`config.mk`:
```
export PLATFORM = sky130hd
export DESIGN_NAME = dds_update_and_keying_ctrl
export DESIGN_NICKNAME = d
export VERILOG_FILES = /design/src/verilog/dds_ctrl_pkg.sv /design/src/verilog/strobe_gen.sv /design/src/verilog/envelope_ramp.sv /design/src/verilog/dds_update_and_keying_ctrl.sv
export VERILOG_INCLUDE_DIRS = /design/src /design/src/verilog
export SDC_FILE = /design/constraint.sdc
export NUM_CORES = 2
export LEC_CHECK = 0
export BUFFER_PORTS_ARGS = -buffer_cell sky130_fd_sc_hd__clkbuf_2
export CAP_MARGIN = 20
export CORE_MARGIN = 1
export CORE_UTILIZATION = 65
export CTS_BUF_LIST = sky130_fd_sc_hd__clkbuf_8
export CTS_CLUSTER_DIAMETER = 200
export DETAILED_ROUTE_END_ITERATION = 6
export GPL_ROUTABILITY_DRIVEN = 0
export PLACE_DENSITY = 0.85
export SLEW_MARGIN = 20
export SYNTH_ARGS = -nofsm -noshare
export SYNTH_HDL_FRONTEND = slang
export SYNTH_SLANG_ARGS = --single-unit
```
`constraint.sdc`:
```
create_clock -name sys_clk -period 9.2 [get_ports sys_clk]
set_clock_uncertainty 0.2 [all_clocks]
set_input_delay 0.46 -clock sys_clk [delete_from_list [all_inputs] [get_ports sys_clk]]
set_output_delay 0.46 -clock sys_clk [all_outputs]
set_load 0.02 [all_outputs]
```
`src/verilog/dds_ctrl_cfg.svh`:
```
// Register offsets, field positions, reset values and timing counts
`ifndef DDS_CTRL_CFG_SVH
`define DDS_CTRL_CFG_SVH

`define REG_PHASE1_HI 6'h00
`define REG_PHASE1_LO 6'h01
`define REG_PHASE2_HI 6'h02
`define REG_PHASE2_LO 6'h03
`define REG_FREQ1_B5 6'h04
`define REG_FREQ1_B0 6'h09
`define REG_INTERVAL_B3 6'h16
`define REG_INTERVAL_B2 6'h17
`define REG_INTERVAL_B1 6'h18
`define REG_INTERVAL_B0 6'h19
`define REG_POWER 6'h1d
`define REG_CONTROL 6'h1f
`define REG_SHAPE 6'h20
`define REG_AMP_I_HI 6'h21
`define REG_AMP_I_LO 6'h22
`define REG_AMP_Q_HI 6'h23
`define REG_AMP_Q_LO 6'h24
`define REG_RAMP_RATE 6'h25
`define REG_LAST 6'h25
`define REG_COUNT 38

`define BIT_CONVERTER_PD 2
`define BIT_INTERNAL_STROBE 0
`define MODE_LSB 1
`define MODE_MSB 3
`define BIT_SHAPING_EN 5
`define BIT_INTERNAL_RAMP 4

`define RESET_BYTE 8'h00
`define RESET_CONTROL 8'h01

`define STROBE_HIGH_CYCLES 4'h8
`define STROBE_MIN_INTERVAL 32'h0000_0005
`define RAMP_MIN_COUNT 8'h03
`define STEP_FULL 12'hfff
`define STEP_ZERO 12'h000

`endif

```
`src/verilog/dds_ctrl_pkg.sv`:
```
// Types shared by the update and keying control modules
package dds_ctrl_pkg;
  typedef logic [7:0] byte_t;
  typedef logic [11:0] amp_t;
  typedef enum logic [2:0] {
    MODE_SINGLE_TONE = 3'h0,
    MODE_FSK = 3'h1,
    MODE_RAMPED_FSK = 3'h2,
    MODE_CHIRP = 3'h3,
    MODE_BPSK = 3'h4
  } synth_mode_e;
  typedef enum logic [1:0] {
    CNT_IDLE = 2'b01,
    CNT_RUN = 2'b10
  } count_state_e;
endpackage : dds_ctrl_pkg

```
`src/verilog/strobe_gen.sv`:
```
// Internal transfer strobe: half-rate 32-bit down-counter and pin pulse
`timescale 1ns/1ps
`include "dds_ctrl_cfg.svh"
module strobe_gen
  import dds_ctrl_pkg::*;
(
  input wire logic sys_clk,
  input wire logic reset_n,
  input wire logic enable,
  input wire logic [31:0] interval,
  output logic strobe_pulse,
  output logic pin_level
);
  count_state_e state_r, state_nxt;
  logic half_r, half_nxt;
  logic [31:0] cnt_r, cnt_nxt;
  logic pulse_r, pulse_nxt;
  logic [3:0] high_r, high_nxt;

  // Counter only moves on every second clock, giving the half-rate tick
  always_comb begin
    state_nxt = state_r;
    half_nxt = enable ? ~half_r : 1'b0;
    cnt_nxt = cnt_r;
    pulse_nxt = 1'b0;
    high_nxt = (high_r != 4'h0) ? high_r - 4'h1 : 4'h0;
    case (state_r)
      CNT_IDLE: begin
        if (enable) begin
          cnt_nxt = interval;
          state_nxt = CNT_RUN;
        end
      end
      CNT_RUN: begin
        if (!enable) begin
          state_nxt = CNT_IDLE;
        end else if (half_r) begin
          if (cnt_r == 32'h0) begin
            pulse_nxt = 1'b1; // [RULE7]
            cnt_nxt = interval; // [RULE8]
          end else begin
            cnt_nxt = cnt_r - 32'h1; // [RULE7]
          end
        end
      end
      default: state_nxt = CNT_IDLE;
    endcase
    if (pulse_r) begin
      high_nxt = `STROBE_HIGH_CYCLES - 4'h1; // [RULE9]
    end
  end

  always_ff @(posedge sys_clk or negedge reset_n) begin
    if (!reset_n) begin
      state_r <= CNT_IDLE;
      half_r <= 1'b0;
      cnt_r <= 32'h0;
      pulse_r <= 1'b0;
      high_r <= 4'h0;
    end else begin
      state_r <= state_nxt;
      half_r <= half_nxt;
      cnt_r <= cnt_nxt;
      pulse_r <= pulse_nxt;
      high_r <= high_nxt;
    end
  end

  assign strobe_pulse = pulse_r;
  // Short intervals would overlap the fixed high time, so the pin sits high
  assign pin_level = (interval < `STROBE_MIN_INTERVAL) ? 1'b1 : // [RULE10]
                     (pulse_r || (high_r != 4'h0)); // [RULE9]
endmodule : strobe_gen

```
`src/verilog/envelope_ramp.sv`:
```
// Linear envelope: 8-bit ramp rate counter driving a 12-bit step counter
`timescale 1ns/1ps
`include "dds_ctrl_cfg.svh"
module envelope_ramp
  import dds_ctrl_pkg::*;
(
  input wire logic sys_clk,
  input wire logic reset_n,
  input wire logic [7:0] rate,
  input wire logic ramp_up,
  output amp_t step
);
  count_state_e state_r, state_nxt;
  logic [7:0] cnt_r, cnt_nxt;
  amp_t step_r, step_nxt;
  logic tick;

  // Load edge, then N decrements, gives a pulse every N+1 clocks
  always_comb begin
    state_nxt = state_r;
    cnt_nxt = cnt_r;
    step_nxt = step_r;
    tick = 1'b0;
    if (rate < `RAMP_MIN_COUNT) begin
      state_nxt = CNT_IDLE; // [RULE16]
    end else begin
      case (state_r)
        CNT_IDLE: begin
          cnt_nxt = rate; // [RULE15]
          state_nxt = CNT_RUN;
        end
        CNT_RUN: begin
          if (cnt_r == 8'h0) begin
            tick = 1'b1; // [RULE13]
            cnt_nxt = rate; // [RULE17]
          end else begin
            cnt_nxt = cnt_r - 8'h1; // [RULE15]
          end
        end
        default: state_nxt = CNT_IDLE;
      endcase
    end
    // Saturate at both ends so a held level never wraps the envelope
    if (tick) begin
      if (ramp_up && step_r != `STEP_FULL) begin
        step_nxt = step_r + 12'h1; // [RULE18] [RULE22]
      end else if (!ramp_up && step_r != `STEP_ZERO) begin
        step_nxt = step_r - 12'h1; // [RULE18] [RULE22]
      end
    end
  end

  always_ff @(posedge sys_clk or negedge reset_n) begin
    if (!reset_n) begin
      state_r <= CNT_IDLE;
      cnt_r <= 8'h0;
      step_r <= `STEP_ZERO;
    end else begin
      state_r <= state_nxt;
      cnt_r <= cnt_nxt;
      step_r <= step_nxt;
    end
  end

  assign step = step_r;
endmodule : envelope_ramp

```
`src/verilog/dds_update_and_keying_ctrl.sv`:
```
// Update strobe, phase keying and amplitude keying control of the DDS
//
// Contract
// [RULE1] Keying pin low picks phase one, high two
// [RULE2] Host loads words, attaches keying, then strobes
// [RULE3] Program words move only on strobe rising edge
// [RULE4] External strobe resynchronised to the system clock
// [RULE5] Strobe source bit resets high, internal
// [RULE6] Interval spans four bytes, source bit in control
// [RULE7] Interval counter decrements at half rate, zero transfers
// [RULE8] Strobe spacing is (N+1) times two clocks
// [RULE9] Internal strobe drives pin high eight clocks
// [RULE10] Interval below five keeps pin high
// [RULE11] Shaping disabled bypasses multipliers, full scale
// [RULE12] Ramp select picks internal ramp or manual words
// [RULE13] Rate counter zero pulse advances step counter
// [RULE14] Multiplier code scales amplitude by code over 4096
// [RULE15] First edge loads rate counter, next decrements
// [RULE16] Rate value below three stalls the ramp
// [RULE17] Ramp pulses every N+1 clocks, 4096 steps
// [RULE18] Envelope pin high ramps up, low ramps down
// [RULE19] Power-down bit turns off both converters
// [RULE20] Sine feeds Q path, cosine feeds I path
// [RULE21] Host rewrites phase one for higher-order keying
// [RULE22] Step counter saturates at both ends
`timescale 1ns/1ps
`include "dds_ctrl_cfg.svh"
module dds_update_and_keying_ctrl
  import dds_ctrl_pkg::*;
(
  input wire logic sys_clk,
  input wire logic reset_n,
  input wire logic prog_wr_en,
  input wire logic [5:0] prog_wr_addr,
  input wire logic [7:0] prog_wr_data,
  input wire logic [5:0] prog_rd_addr,
  output logic [7:0] prog_rd_data,
  input wire logic strobe_pin_i,
  output logic strobe_pin_o,
  output logic strobe_pin_oe,
  input wire logic phase_key_pin,
  input wire logic keyed_envelope_pin,
  input wire logic [11:0] sine_word,
  input wire logic [11:0] cosine_word,
  output logic [11:0] i_dac_data,
  output logic [11:0] q_dac_data,
  output logic converter_powerdown,
  output logic [13:0] phase_offset_word,
  output logic [47:0] start_frequency_word,
  output logic [2:0] synth_mode,
  output logic transfer_pulse
);
  // Buffered program bytes written by the host, and the active copy
  byte_t buf_r [0:`REG_COUNT-1];
  byte_t act_r [0:`REG_COUNT-1];
  byte_t rd_r, rd_nxt;

  // External strobe synchroniser and edge detector
  logic ext_sync1_r, ext_sync2_r, ext_prev_r;
  logic ext_sync1_nxt, ext_sync2_nxt, ext_prev_nxt;
  logic ext_edge;

  // Registered datapath outputs
  logic [11:0] i_out_r, i_out_nxt;
  logic [11:0] q_out_r, q_out_nxt;
  logic [13:0] phase_r, phase_nxt;

  logic internal_strobe;
  logic gen_pulse;
  logic gen_level;
  logic transfer;
  logic [31:0] interval;
  logic shaping_en;
  logic internal_ramp;
  logic powerdown;
  amp_t ramp_step;
  amp_t amp_i;
  amp_t amp_q;
  synth_mode_e mode;

  // Reset value of one program byte; control byte selects internal strobe
  function automatic byte_t reset_value(input int idx);
    if (idx == int'(`REG_CONTROL)) begin
      reset_value = `RESET_CONTROL; // [RULE5]
    end else begin
      reset_value = `RESET_BYTE;
    end
  endfunction : reset_value

  // Scales a signed sample by code/4096; all ones gives 4095/4096
  function automatic logic [11:0] scale(input logic [11:0] sample,
                                        input amp_t code);
    logic signed [24:0] prod;
    prod = 25'(signed'(sample)) * 25'(signed'({1'b0, code}));
    scale = prod[23:12]; // [RULE14]
  endfunction : scale

  // Joins a high and low byte pair into a 12-bit amplitude word
  function automatic amp_t amp_word(input byte_t hi, input byte_t lo);
    amp_word = {hi[3:0], lo};
  endfunction : amp_word

  // Decoded fields of the active program bytes
  assign internal_strobe = act_r[`REG_CONTROL][`BIT_INTERNAL_STROBE]; // [RULE5]
  assign interval = {act_r[`REG_INTERVAL_B3], act_r[`REG_INTERVAL_B2],
                     act_r[`REG_INTERVAL_B1],
                     act_r[`REG_INTERVAL_B0]}; // [RULE6]
  assign mode = synth_mode_e'(act_r[`REG_CONTROL][`MODE_MSB:`MODE_LSB]);
  assign shaping_en = act_r[`REG_SHAPE][`BIT_SHAPING_EN];
  assign internal_ramp = act_r[`REG_SHAPE][`BIT_INTERNAL_RAMP];
  assign powerdown = act_r[`REG_POWER][`BIT_CONVERTER_PD];

  strobe_gen u_strobe_gen (
    .sys_clk(sys_clk),
    .reset_n(reset_n),
    .enable(internal_strobe),
    .interval(interval),
    .strobe_pulse(gen_pulse),
    .pin_level(gen_level)
  );

  envelope_ramp u_envelope_ramp (
    .sys_clk(sys_clk),
    .reset_n(reset_n),
    .rate(act_r[`REG_RAMP_RATE]),
    .ramp_up(keyed_envelope_pin),
    .step(ramp_step)
  );

  // Two flops before the edge detector keep a late strobe from splitting
  // the transfer across cycles
  always_comb begin
    ext_sync1_nxt = strobe_pin_i; // [RULE4]
    ext_sync2_nxt = ext_sync1_r; // [RULE4]
    ext_prev_nxt = ext_sync2_r;
  end

  always_ff @(posedge sys_clk or negedge reset_n) begin
    if (!reset_n) begin
      ext_sync1_r <= 1'b0;
      ext_sync2_r <= 1'b0;
      ext_prev_r <= 1'b0;
    end else begin
      ext_sync1_r <= ext_sync1_nxt;
      ext_sync2_r <= ext_sync2_nxt;
      ext_prev_r <= ext_prev_nxt;
    end
  end

  assign ext_edge = ext_sync2_r && !ext_prev_r; // [RULE3]
  assign transfer = internal_strobe ? gen_pulse : ext_edge; // [RULE3]

  // Host writes land in the buffer; the active copy follows only on a
  // transfer, so with the external strobe half-written multi-byte words never reach the core
  always_ff @(posedge sys_clk or negedge reset_n) begin
    if (!reset_n) begin
      for (int k = 0; k < `REG_COUNT; k++) begin
        buf_r[k] <= reset_value(k);
        act_r[k] <= reset_value(k);
      end
    end else begin
      if (prog_wr_en && prog_wr_addr <= `REG_LAST) begin
        buf_r[prog_wr_addr] <= prog_wr_data;
      end
      if (transfer) begin
        for (int k = 0; k < `REG_COUNT; k++) begin
          act_r[k] <= buf_r[k]; // [RULE3]
        end
      end
    end
  end

  // Read-back of the buffered bytes; unmapped addresses read zero
  always_comb begin
    rd_nxt = 8'h00;
    if (prog_rd_addr <= `REG_LAST) begin
      rd_nxt = buf_r[prog_rd_addr];
    end
  end

  always_ff @(posedge sys_clk or negedge reset_n) begin
    if (!reset_n) begin
      rd_r <= 8'h00;
    end else begin
      rd_r <= rd_nxt;
    end
  end

  // Amplitude codes: internal ramp feeds both paths, else manual words
  always_comb begin
    if (internal_ramp) begin
      amp_i = ramp_step; // [RULE12] [RULE13]
      amp_q = ramp_step; // [RULE12]
    end else begin
      amp_i = amp_word(act_r[`REG_AMP_I_HI], act_r[`REG_AMP_I_LO]); // [RULE12]
      amp_q = amp_word(act_r[`REG_AMP_Q_HI], act_r[`REG_AMP_Q_LO]); // [RULE12]
    end
  end

  // Converter words: cosine to I, sine to Q, gated by power-down
  always_comb begin
    if (powerdown) begin
      i_out_nxt = 12'h000; // [RULE19]
      q_out_nxt = 12'h000; // [RULE19]
    end else if (!shaping_en) begin
      i_out_nxt = cosine_word; // [RULE11] [RULE20]
      q_out_nxt = sine_word; // [RULE11] [RULE20]
    end else begin
      i_out_nxt = scale(cosine_word, amp_i); // [RULE11] [RULE20]
      q_out_nxt = scale(sine_word, amp_q); // [RULE11] [RULE20]
    end
  end

  // Phase offset: both paths share one word, keyed only in phase mode
  always_comb begin
    phase_nxt = {act_r[`REG_PHASE1_HI][5:0], act_r[`REG_PHASE1_LO]};
    if (mode == MODE_BPSK && phase_key_pin) begin
      phase_nxt = {act_r[`REG_PHASE2_HI][5:0],
                   act_r[`REG_PHASE2_LO]}; // [RULE1]
    end
  end

  always_ff @(posedge sys_clk or negedge reset_n) begin
    if (!reset_n) begin
      i_out_r <= 12'h000;
      q_out_r <= 12'h000;
      phase_r <= 14'h0000;
    end else begin
      i_out_r <= i_out_nxt;
      q_out_r <= q_out_nxt;
      phase_r <= phase_nxt;
    end
  end

  assign prog_rd_data = rd_r;
  assign i_dac_data = i_out_r;
  assign q_dac_data = q_out_r;
  assign phase_offset_word = phase_r;
  assign converter_powerdown = powerdown; // [RULE19]
  assign start_frequency_word = {act_r[`REG_FREQ1_B5], act_r[5'd5],
                                 act_r[5'd6], act_r[5'd7], act_r[5'd8],
                                 act_r[`REG_FREQ1_B0]};
  assign synth_mode = mode;
  assign transfer_pulse = transfer;
  // Pin is driven only while the strobe is generated internally
  assign strobe_pin_oe = internal_strobe; // [RULE9]
  assign strobe_pin_o = internal_strobe ? gen_level : 1'b0; // [RULE9]
endmodule : dds_update_and_keying_ctrl

```
==> flow_summary.yaml <==
global_routing:
  grtUsageTotal_pct: 32.0
  grt_max_degree: 188
  grt_pass1_wl_um: 136000
  antenna_found_initial: 2
  grt_pass1_vias: 25600
  grt_overflow: 0
synth:
  synth_top_area_share_pct: 40.0
  syn_inst: 3022
  yosys-top-cells-area: "dfrtp_1, mux2_2, fa_1"
  yosys_warnings: 0
  synth_edf_count: 0
  synth_ff_type: "dfrtp_1"
  synth.net_count: 3425
  synth_async_sr_flop_share_pct: 100
  yosysTopAreaCell: "dfrtp_1"
  avgSynthCellArea_um2: 11.6
  synth_cell_types: 75
  synth-seq-cells: 562
  synth_seq_area_share_pct: 40.3
  syn-cell-area_um2: 34900
worst_setup_path:
  cp_slowest_stage_delay_ns: 0.97
  path_max_fanout: 39
  crit_arrival_ns: 7.57
  start_kind: "flip-flop"
  path_cells: "nand2_1, o21ai_1, nand2_1, fa_1, fa_1, fa_1, inv_1, fa_1, inv_1, fa_1, inv_1, ha_1, nand2_1, or4b_2, o211ai_1, a41oi_1, o31a_1, xor2_1, o21ai_0"
  required_ns: 9.59
  path_common_cell: "fa_1"
  path_class: "reg2reg"
  critical_path.slowest_cell: "dfrtp_1"
  setup.worst_path.end_class: "flip-flop"
die:
  start_util_pct: 66.1
  die-area_um2: 54700
  core_area_um2: 52900
  die_h_um: 234
  io_pins: 151
  die_w_um: 234
  rows: 84
sta:
  post-route-period-util_pct: 78.1
  maxSlewViolCount: 0
  maxSlewHeadroom_pct: 27.0
  period_minus_slack_ns: 7.18
  setup_viol: 0
  hold-worst-slack_ns: 0.0605
  clock.fmax_mhz: 139
  hold_viol: 0
  tns_ns: 0
  rsz0062_at_grt: "false"
  tightestPinTransition_ns: 1.09
power_and_ir_drop:
  pwr-share-clk_pct: 20.5
  p_leak_nw: 18.8
  power_density_nw_per_um2: 275
  switching_share_pct: 41.5
  p_int_mw: 6.06
  ir_drop_mv: 0.235
  p_comb_share_pct: 47.3
  power.switching_mw: 4.30
  seq_power_share_pct: 32.1
layout:
  fin_cells: 3852
  final_common_cell: "dfrtp_1"
  area_growth_syn_to_layout_pct: 7.94
  drive_gt1_share_pct: 28.6
  layout_common_cells: "dfrtp_1, mux2_2, inv_1"
  nNetsFinal: 3500
cts:
  hold_buffers: 9
  clkLatencyLatePin_ns: 0.70
  cts.clk_slew.worst_paths_ns: 0.06
  root_buffer: "clkbuf_8"
  cts_sinks: 562
  numCtsBuffers: 90
  postCtsSetupRepairBufs: 0
  cts_tree: "done"
  clk_path_buf_depth: 3
  htree_levels: 3
  cts_resized: 0
flow_run:
  drv_cap: 0
placement:
  portBuffers: 150
  dp.cells: 3684
  hpwlAfterDp_um: 57700
routing:
  first_pass_iters: 7
  antenna_left: 0
  drt-initial-drc-count: 2003
  num_vias: 23900
  wl_per_cell_um: 21.8
  avgViaCountPerCell: 6.22
  routed_wl_um: 83800
  drc: 20
outcome:
  violations: "design-rule violations"
  outcome: "complete, but fails checks"
worst_hold_path:
  hold_class: "in2reg"
power by group through the flow:
stage	Sequential [mW]	Combinational, mW	Clock (mW)
2_1_floorplan	3.29	3.69	0
3_3_place_gp	3.31	4.61	0
3_5_place_dp	3.35	4.85	0
4_1_cts	3.32	4.90	2.15
5_1_grt	3.38	5.55	2.25
6_report	3.33	4.90	2.13
logic make-up (layout without fill, tap and decap cells):
group,count (synthesis),after routing,synth area share [%]
mux,582,582,21.5
compound gates,291,291,5.12
simple gates,646,646,8.75
flops,562,562,40.3
fa+ha+maj,353,353,16.9
xor+xnor,33,33,0.827
buf+inv,555,696,6.61
other cells,0,1,0
final cells by class:
| cell class | instances | area [um^2] |
|---|---|---|
| Fill cell | 3390 | 15100 |
| Clock buffer | 107 | 1470 |
| Multi-Input combinational cell | 1905 | 18600 |
| Tap cell | 688 | 861 |
| Antenna cell | 1 | 2.50 |
| Clock inverter | 51 | 303 |
| Sequential cell | 562 | 14100 |
| Timing Repair Buffer | 193 | 1120 |
| Inverter | 345 | 1290 |
metrics by stage:
| stage | instance area [um^2] | setup WS [ns] | power [mW] | util, % |
|---|---|---|---|---|
| CTS | 37700 | 2.09 | 10.4 | 71.3 |
| floorplan | 34900 | 2.79 | 6.98 | - |
| global route | 37700 | 1.68 | 11.2 | 71.3 |
| detailed placement | 35800 | 2.10 | 8.20 | 67.8 |
| global placement | 35800 | 2.28 | 7.92 | 67.8 |
| finish | 37700 | 2.02 | 10.4 | 71.4 |
cells in the mapped netlist, drive strengths merged, types with 12 or more instances:
library cell / instances
mux4: 88
nor4: 17
xor2: 16
a21o: 12
and2: 90
a21oi: 68
nand2: 279
buf: 72
o21a: 13
fa: 199
nor3: 36
mux2: 475
o21ai: 115
xnor2: 17
nor2: 104
mux2i: 19
clkbuf: 138
or2: 13
dfrtp: 558
nand4: 13
nand3: 32
ha: 154
inv: 345
flip-flops by register name, summed over array words and instances (netlist names), 3 cells and up:
signal	count
u_envelope_ramp.cnt_r	8
u_strobe_gen.high_r	4
synth_mode	3
act_r	94
start_frequency_word	48
prog_rd_data	8
phase_offset_word	14
u_strobe_gen.cnt_r	32
buf_r	304
i_dac_data	12
u_envelope_ramp.step	12
q_dac_data	12
critical path: cells and delay by family (launching register included):
kind | cells | cell delay (ns)
adder cells (fa/ha/maj) | 6 | 2.80
AO/OA/AOI/OAI | 5 | 1.63
AND/OR/NAND/NOR | 4 | 1.19
flip-flops | 1 | 0.97
XOR/XNOR | 1 | 0.16
buffers and inverters | 3 | 0.15
routing by layer:
metal  track usage [%]  vias to the layer above  share of wire (%)
li1                  -                    10300                  -
met1              40.2                    12200                 38
met2              53.7                     1112                 50
met3              7.50                      258                8.4
met4              13.2                        4                3.7
met5                 0                        -              0.030
final timing paths:
path	start	endpoint	slack, ns	cells after the start
setup / recovery	act_r[44]	i_dac_data[10]	2.02	19
hold / removal	sine_word[7]	q_dac_data[7]	0.06	3
setup reg to reg	act_r[44]	i_dac_data[10]	2.02	19
hold reg to reg	ext_sync1_r	ext_prev_nxt	0.15	0
max in group asynchronous	reset_n	start_frequency_word[23]	6.23	4
min in group asynchronous	reset_n	i_dac_data[5]	0.15	2
Note: power is estimated with default switching activity, not from simulation.
